===== src/hdl/pol_params.svh =====
`ifndef POL_PARAMS_SVH
`define POL_PARAMS_SVH

`define POL_ADDR_W 6
`define POL_DATA_W 30
`define POL_UNLOCK_ADDR 6'h24
`define POL_UNLOCK_CODE 30'h2a5c3e17
`define POL_ADDR_COARSE 6'h20
`define POL_ADDR_FINE 6'h21
`define POL_ADDR_ZERO 6'h22
`define POL_ADDR_PLOCK 6'h23
`define POL_COARSE_W 3
`define POL_FINE_W 9
`define POL_ZERO_W 9
`define POL_COARSE_RST 3'h2
`define POL_FINE_RST 9'h000
`define POL_ZERO_RST 9'h000
`define POL_CLK_MHZ 125
`define POL_UNLOCK_WINDOW_MS 8
`define POL_UNLOCK_WINDOW_CYC (`POL_UNLOCK_WINDOW_MS * 1000 * `POL_CLK_MHZ)
`define POL_RELEASE_DELAY_US 64
`define POL_ENGAGE_DELAY_US 64
`define POL_LOCKOUT_RELEASE_US 64
`define POL_CNT_W 24

`endif


===== src/hdl/pol_pkg.sv =====
`include "pol_params.svh"
package pol_pkg;
   typedef enum logic [1:0] {
      POL_RESET = 2'b00,
      POL_WAIT_RISE = 2'b01,
      POL_NORMAL = 2'b10,
      POL_LOCKOUT = 2'b11
   } pol_state_t;

   typedef struct packed {
      logic [`POL_COARSE_W-1:0] coarse_gain;
      logic [`POL_FINE_W-1:0] fine_gain;
      logic [`POL_ZERO_W-1:0] zero_field_level_trim;
   } pol_trim_t;

   typedef struct packed {
      logic wr;
      logic rd;
      logic [`POL_ADDR_W-1:0] addr;
      logic [`POL_DATA_W-1:0] wdata;
   } pol_req_t;
endpackage : pol_pkg


===== src/hdl/pol_sequencer.sv =====
`timescale 1ns/10ps
`include "pol_params.svh"
module pol_sequencer #(
   parameter int RELEASE_CYC = `POL_RELEASE_DELAY_US * `POL_CLK_MHZ,
   parameter int ENGAGE_CYC = `POL_ENGAGE_DELAY_US * `POL_CLK_MHZ,
   parameter int LOCKOUT_REL_CYC = `POL_LOCKOUT_RELEASE_US * `POL_CLK_MHZ,
   parameter int WINDOW_CYC = `POL_UNLOCK_WINDOW_CYC,
   parameter logic [`POL_DATA_W-1:0] UNLOCK_CODE = `POL_UNLOCK_CODE
) (
   clock, // System clock, 125 MHz
   rst_b, // Async reset, active low
   above_reset_rise, // Supply above reset rise threshold
   above_reset_fall, // Supply above reset fall threshold
   above_supply_low, // Supply above low threshold
   above_supply_recover, // Supply above recover threshold
   req, // Register request from controller
   perm_lock_nv, // Stored permanent lock bit
   internal_reset, // Internal reset asserted
   out_enable, // Output driven, not high-z
   out_force_low, // Output pulled to ground
   access_open, // Register access unlocked
   rd_valid, // Read data valid, one cycle
   rd_data, // Read data
   perm_lock_set, // Request to store permanent lock
   trim // Gain and zero-level settings
);
   input wire logic clock;
   input wire logic rst_b;
   input wire logic above_reset_rise;
   input wire logic above_reset_fall;
   input wire logic above_supply_low;
   input wire logic above_supply_recover;
   input wire pol_pkg::pol_req_t req;
   input wire logic perm_lock_nv;
   output logic internal_reset;
   output logic out_enable;
   output logic out_force_low;
   output logic access_open;
   output logic rd_valid;
   output logic [`POL_DATA_W-1:0] rd_data;
   output logic perm_lock_set;
   output pol_pkg::pol_trim_t trim;

   pol_pkg::pol_state_t state_reg;
   pol_pkg::pol_state_t state_next;
   logic release_done;
   logic engage_done;
   logic unlock_done;
   logic window_done;
   logic perm_latched_reg;
   logic window_open_reg;
   logic unlock_hit;
   logic [`POL_CNT_W-1:0] window_count_reg;

   // Release counter runs from reset rise onward
   pol_delay_cnt #(.LIMIT(RELEASE_CYC[`POL_CNT_W-1:0])) u_release (
      .clock(clock),
      .rst_b(rst_b),
      .run(state_reg == pol_pkg::POL_WAIT_RISE),
      .done(release_done)
   );

   pol_delay_cnt #(.LIMIT(ENGAGE_CYC[`POL_CNT_W-1:0])) u_engage (
      .clock(clock),
      .rst_b(rst_b),
      // Drops out once the supply is back above the low threshold, so a short dip never locks out
      .run(state_reg == pol_pkg::POL_NORMAL && !above_supply_low),
      .done(engage_done)
   );

   pol_delay_cnt #(.LIMIT(LOCKOUT_REL_CYC[`POL_CNT_W-1:0])) u_unlock (
      .clock(clock),
      .rst_b(rst_b),
      .run(state_reg == pol_pkg::POL_LOCKOUT && above_supply_recover),
      .done(unlock_done)
   );

   always_comb
   begin
      state_next = state_reg;
      unique case (state_reg)
         pol_pkg::POL_RESET:
            if (above_reset_rise)
               state_next = pol_pkg::POL_WAIT_RISE;
         pol_pkg::POL_WAIT_RISE:
            if (!above_reset_fall)
               state_next = pol_pkg::POL_RESET;
            else if (release_done && above_supply_recover)
               state_next = pol_pkg::POL_NORMAL;
         pol_pkg::POL_NORMAL:
            if (!above_reset_fall)
               state_next = pol_pkg::POL_RESET;
            else if (engage_done)
               state_next = pol_pkg::POL_LOCKOUT;
         pol_pkg::POL_LOCKOUT:
            if (!above_reset_fall)
               state_next = pol_pkg::POL_RESET;
            else if (unlock_done)
               state_next = pol_pkg::POL_NORMAL;
      endcase
   end

   always_ff @(posedge clock or negedge rst_b)
   begin
      if (!rst_b)
         state_reg <= pol_pkg::POL_RESET;
      else
         state_reg <= state_next;
   end

   always_ff @(posedge clock or negedge rst_b)
   begin
      if (!rst_b)
      begin
         internal_reset <= 1'b1;
         out_enable <= 1'b0;
         out_force_low <= 1'b0;
      end
      else
      begin
         internal_reset <= state_next == pol_pkg::POL_RESET ||
            state_next == pol_pkg::POL_WAIT_RISE;
         out_enable <= state_next == pol_pkg::POL_NORMAL ||
            state_next == pol_pkg::POL_LOCKOUT;
         out_force_low <= state_next == pol_pkg::POL_LOCKOUT;
      end
   end

   // Window timer restarts on every internal reset, i.e. power cycle
   always_ff @(posedge clock or negedge rst_b)
   begin
      if (!rst_b)
         window_count_reg <= '0;
      else if (state_reg == pol_pkg::POL_RESET)
         window_count_reg <= '0;
      else if (!window_done)
         window_count_reg <= window_count_reg + 24'h000001;
   end

   assign window_done = window_count_reg >= WINDOW_CYC[`POL_CNT_W-1:0];

   always_ff @(posedge clock or negedge rst_b)
   begin
      if (!rst_b)
         window_open_reg <= 1'b0;
      else
         window_open_reg <= state_reg != pol_pkg::POL_RESET && !window_done;
   end

   // Permanent lock sampled at each power-up, not mid-session
   always_ff @(posedge clock or negedge rst_b)
   begin
      if (!rst_b)
         perm_latched_reg <= 1'b0;
      else if (state_reg == pol_pkg::POL_RESET)
         perm_latched_reg <= perm_lock_nv;
   end

   assign unlock_hit = req.wr && req.addr == `POL_UNLOCK_ADDR &&
      req.wdata == UNLOCK_CODE;

   always_ff @(posedge clock or negedge rst_b)
   begin
      if (!rst_b)
         access_open <= 1'b0;
      // Clear on the entry edge, so a drop below the reset fall threshold never leaves access open
      else if (state_next == pol_pkg::POL_RESET)
         access_open <= 1'b0;
      else if (unlock_hit && window_open_reg && !perm_latched_reg)
         access_open <= 1'b1;
   end

   always_ff @(posedge clock or negedge rst_b)
   begin
      if (!rst_b)
      begin
         trim.coarse_gain <= `POL_COARSE_RST;
         trim.fine_gain <= `POL_FINE_RST;
         trim.zero_field_level_trim <= `POL_ZERO_RST;
         perm_lock_set <= 1'b0;
      end
      else if (req.wr && access_open && !perm_latched_reg)
      begin
         unique case (req.addr)
            `POL_ADDR_COARSE:
               trim.coarse_gain <= req.wdata[`POL_COARSE_W-1:0];
            `POL_ADDR_FINE:
               trim.fine_gain <= req.wdata[`POL_FINE_W-1:0];
            `POL_ADDR_ZERO:
               trim.zero_field_level_trim <= req.wdata[`POL_ZERO_W-1:0];
            // Set only; no path writes it back to zero
            `POL_ADDR_PLOCK:
               perm_lock_set <= perm_lock_set | req.wdata[0];
            default:
               perm_lock_set <= perm_lock_set;
         endcase
      end
   end

   always_ff @(posedge clock or negedge rst_b)
   begin
      if (!rst_b)
      begin
         rd_valid <= 1'b0;
         rd_data <= '0;
      end
      else
      begin
         rd_valid <= req.rd && access_open && !perm_latched_reg;
         unique case (req.addr)
            `POL_ADDR_COARSE:
               rd_data <= 30'(trim.coarse_gain);
            `POL_ADDR_FINE:
               rd_data <= 30'(trim.fine_gain);
            `POL_ADDR_ZERO:
               rd_data <= 30'(trim.zero_field_level_trim);
            `POL_ADDR_PLOCK:
               rd_data <= 30'(perm_lock_set | perm_lock_nv);
            default:
               rd_data <= '0;
         endcase
      end
   end
endmodule : pol_sequencer


===== src/hdl/pol_delay_cnt.sv =====
`timescale 1ns/10ps
`include "pol_params.svh"
module pol_delay_cnt #(
   parameter logic [`POL_CNT_W-1:0] LIMIT = 24'h000001
) (
   clock, // System clock
   rst_b, // Async reset, active low
   run, // Count while high, clear when low
   done // Limit reached, held while run
);
   input wire logic clock;
   input wire logic rst_b;
   input wire logic run;
   output logic done;

   logic [`POL_CNT_W-1:0] count_reg;

   always_ff @(posedge clock or negedge rst_b)
   begin
      if (!rst_b)
      begin
         count_reg <= '0;
         done <= 1'b0;
      end
      else if (!run)
      begin
         count_reg <= '0;
         done <= 1'b0;
      end
      else
      begin
         if (count_reg != LIMIT)
            count_reg <= count_reg + 24'h000001;
         done <= (count_reg + 24'h000001 >= LIMIT);
      end
   end
endmodule : pol_delay_cnt


===== config.mk =====
export PLATFORM = sky130hd
export DESIGN_NAME = pol_sequencer
export DESIGN_NICKNAME = d
export VERILOG_FILES = /design/src/hdl/pol_pkg.sv /design/src/hdl/pol_sequencer.sv /design/src/hdl/pol_delay_cnt.sv
export VERILOG_INCLUDE_DIRS = /design/src /design/src/hdl
export SDC_FILE = /design/constraint.sdc
export NUM_CORES = 1
export LEC_CHECK = 0
export ABC_AREA = 1
export BUFFER_PORTS_ARGS = -buffer_cell sky130_fd_sc_hd__buf_2
export CORE_MARGIN = 10
export CORE_UTILIZATION = 53
export DETAILED_ROUTE_END_ITERATION = 8
export PLACE_DENSITY = 0.77
export SYNTH_ARGS = -nofsm -noshare
export SYNTH_HDL_FRONTEND = slang
export SYNTH_SLANG_ARGS = --single-unit

===== constraint.sdc =====
create_clock -name clock -period 1.5 [get_ports clock]
set_input_delay 0.075 -clock clock [delete_from_list [all_inputs] [get_ports clock]]
set_output_delay 0.075 -clock clock [all_outputs]
set_load 0.02 [all_outputs]

==> results_dict.tcl <==
set metrics [dict create \
    combPwrFrac_pct 6.2 \
    fin_worst_skew_ns 0.00860 \
    via_count 8534 \
    port_buffers 80 \
    fp.dieArea_um2 20600 \
    numCtsBuffers 17 \
    ys_seq_area_share_pct 42.8 \
    cts_sinks 138 \
    grt_pass1_wl_mm 39.2 \
    hold_viol 0 \
    setup_viol 46 \
    yosysWarnings 0 \
    htreeDepth 4 \
    grt_usage_pct 23.4 \
    synth.avg_cell_area_um2 7.31 \
    seqPwrFrac_pct 42.7 \
    cts_tree "done" \
    critPathTopFamily "simple AND/OR/NAND/NOR gates" \
    critPathBufInv 0 \
    status "finished with violations" \
    fmax_ghz 0.549 \
    rrSetupSlack_ns -0.32 \
    clk_latency_ns 0.43 \
    area_delta_synth_final_pct 43.6 \
    reg2reg_to "u_release.done$_DFF_PN0_" \
    end_kind "flop" \
    power_per_cell_area_nw_per_um2 762 \
    violations "negative setup slack" \
    clock_path_buffers 2 \
    grt.overflow.total 0 \
    synth_edf_count 0 \
    internal_power_mw 6.80 \
    synthFlopType "dfrtp_1" \
    layout_min_cycle_time_ns 1.82 \
    routed_via_density 5.34 \
    routed_wl_mm 25.3 \
    cpMostUsedCell "nand2_2" \
    postRouteAntennaNets 0 \
    antenna_found_initial 0 \
    maxSlewViolCount 0 \
    ys_seq_elements 138 \
    path_depth 12 \
    startpoint_type "flop" \
    n_fill_cell 947 \
    cp-endpoint "u_release.done$_DFF_PN0_" \
    rsz0062_at_grt "true" \
    clk_pin_slew_worst_paths_ns 0.06 \
    critPathMaxFanout 6 \
    cp.arrival_ns 2.14 \
    async_flop_share_pct 100 \
    switching_share_pct 23.1 \
    hpwl_mm 16.3 \
    yosysUniqueCellTypes 42 \
    crit_slowest_cell "dfrtp_1" \
    cp.required_ns 1.82 \
    fin_util_pct 76.9 \
    peakVddDrop_v 0.000906 \
    cp_cell_sequence "ha_2, nand2_2, nor2_4, nand2_2, nor2_4, nand2_2, nand2_2, nand2_1, nor2_2, nand3_1, nor2_1, nor2_1" \
    power_switching_mw 2.04 \
    final.setup.tns_ns -6.07 \
    drc 0 \
    syn_inst 1105 \
    die_h_um 143 \
    drt_iter0_markers 909 \
    drive_above_1_share_pct 36.3 \
    cpPeakStageDelay_ns 0.39 \
    grt_max_degree 43 \
    finalWeightedCongestion 0.953 \
    min_path_type "input pin to flop" \
    whs_ns 0.0438 \
    synth_area_um2 8080 \
    min-delay-start "req[25]" \
    post-route-period-util_pct 121 \
    nNetsFinal 1451 \
    core_area_um2 15100 \
    clkPwrFrac_pct 51.1 \
    die_w_um 143 \
    total_leakage_power_nw 5.70 \
    power.total_mw 8.84 \
    cts_root_buf "clkbuf_16" \
    grt_pass1_vias 8396 \
    std_cell_rows 45 \
    drv_cap 0 \
    r2r_start "u_release.count_reg[1]$_DFFE_PN0P_" \
    io_pins 102 \
    worst_slack_ns -0.320 \
    crit_start "u_release.count_reg[1]$_DFFE_PN0P_" \
    first_pass_iters 7 \
    reg2regPathDepth 12 \
    initial_utilization_pct 53.5 \
    wl_per_cell_um 15.8 \
    critical_path_class "flop to flop" \
]
-- what timing repair did --
item | 4_1_cts | 5_1_grt
pin swaps | 17 | 77
resized for setup | 57 | 171
buffers inserted | 15 | 23
gates cloned | 4 | 0
endpoints found under the hold margin | 162 | 0
hold buffers | 14 | 0
endpoints found under the setup margin | 30 | 76
-- cell usage in the layout, fill, tap and decap left out, types with 5 or more instances in the layout --
cell,Yosys,routed
buf_4,23,162
nor2_1,162,130
nand2_2,16,55
nand3_2,0,13
buf_2,3,79
a21oi_1,31,28
o21ai_2,1,13
dlygate4sd3_1,0,14
o21ai_1,21,17
xor2_2,2,5
nor3_1,18,16
xnor2_1,6,5
inv_1,133,122
conb_1,1,21
xor2_1,18,15
nand2_4,2,15
ha_4,0,5
dfrtp_1,136,133
nor2_4,16,28
buf_6,2,28
nor2_2,13,33
nand2_1,301,249
o21ai_0,30,22
a22o_1,6,6
nand4_1,32,32
clkbuf_16,0,17
nand3b_1,9,9
nand3_1,82,65
inv_2,4,10
-- how the worst min path moves through the flow --
stage | end | cells after the start | slack (ns)
after floorplan | access_open$_DFFE_PN0P_ | 0 | -0.22
after global placement | u_release.count_reg[17]$_DFFE_PN0P_ | 1 | -0.06
after detailed placement | u_release.count_reg[17]$_DFFE_PN0P_ | 1 | -0.06
after CTS | access_open$_DFFE_PN0P_ | 5 | 0.03
after global routing | access_open$_DFFE_PN0P_ | 5 | 0.06
final | access_open$_DFFE_PN0P_ | 5 | 0.04
-- tightest hold or removal path: stages --
cell and delay (ns):
buf_2 0.10, nand4_1 0.06, nor3_1 0.05, nand3_1 0.07, a21oi_1 0.06
-- power groups by stage --
stage	sequential, mW	clock [mW]	combinational [mW]
finish	3.78	4.51	0.552
global route	3.78	4.71	0.612
CTS	3.78	4.53	0.514
detailed placement	3.84	0	0.445
global placement	3.84	0	0.433
floorplan	3.84	0	0.235
-- Yosys cell counts, types with 2 or more instances --
cell type | number | share of area (%)
inv_1 | 133 | 6.2
inv_2 | 4 | 0.19
a22o_1 | 6 | 0.65
o21ai_1 | 21 | 1.3
o21ai_0 | 30 | 1.9
nand3_1 | 82 | 5.1
nor2_1 | 162 | 7.5
nor4_1 | 4 | 0.31
nand3b_1 | 9 | 0.84
nor2_2 | 13 | 1.0
dfstp_2 | 2 | 0.65
nand2_4 | 2 | 0.28
dfrtp_1 | 136 | 42
xnor2_1 | 6 | 0.65
xor2_2 | 2 | 0.40
buf_4 | 23 | 2.1
nor2_4 | 16 | 2.2
nand2_1 | 301 | 14
buf_6 | 2 | 0.28
ha_1 | 8 | 1.2
nor3_1 | 18 | 1.1
a21oi_1 | 31 | 1.9
o21a_1 | 3 | 0.28
nand4_1 | 32 | 2.5
o21bai_1 | 2 | 0.19
clkbuf_1 | 7 | 0.33
xor2_1 | 18 | 2.0
nand2_2 | 16 | 1.2
buf_2 | 3 | 0.19
-- through the flow --
step / std cells / cell area [µm²] / worst slack, ns
3_3_place_gp: 1519 / 9810 / -0.131
4_1_cts: 1583 / 10900 / -0.216
5_1_grt: 1598 / 11600 / -0.477
3_5_place_dp: 1519 / 9810 / -0.186
2_1_floorplan: 1125 / 8160 / -0.0890
6_report: 1599 / 11600 / -0.320
-- area by class of cell --
cell class	count	area, µm²	area share (%)
antenna	1	2.50	0.0216
clock buffer	19	453	3.90
clock inverter	12	173	1.49
inverter	139	547	4.71
multi-input combinational	813	4560	39.3
sequential	138	3460	29.8
tap	188	235	2.03
timing repair buffer	287	2150	18.6
timing repair inverter	2	20.0	0.173
-- kinds of logic (layout without fill, tap and decap cells) --
kind of cell / after synthesis / in the layout / synth area share (%)
other cells: 1 / 22 / 0.0464
buf+inv: 174 / 459 / 9.42
compound gates: 97 / 97 / 6.59
xor+xnor: 26 / 26 / 3.01
fa+ha+maj: 8 / 8 / 1.24
flops: 138 / 138 / 42.8
simple gates: 661 / 661 / 36.9
-- routing by layer --
metal | wire [µm] | vias up | share of wire [%] | track usage, %
li1 | - | 4037 | - | -
met5 | 0 | - | 0 | 0
met4 | 627 | 0 | 2.5 | 8.87
met3 | 1560 | 73 | 6.1 | 4.88
met2 | 13100 | 361 | 52 | 39.2
met1 | 10000 | 4063 | 40 | 28.9
Note: power is estimated with default switching activity, not from simulation.
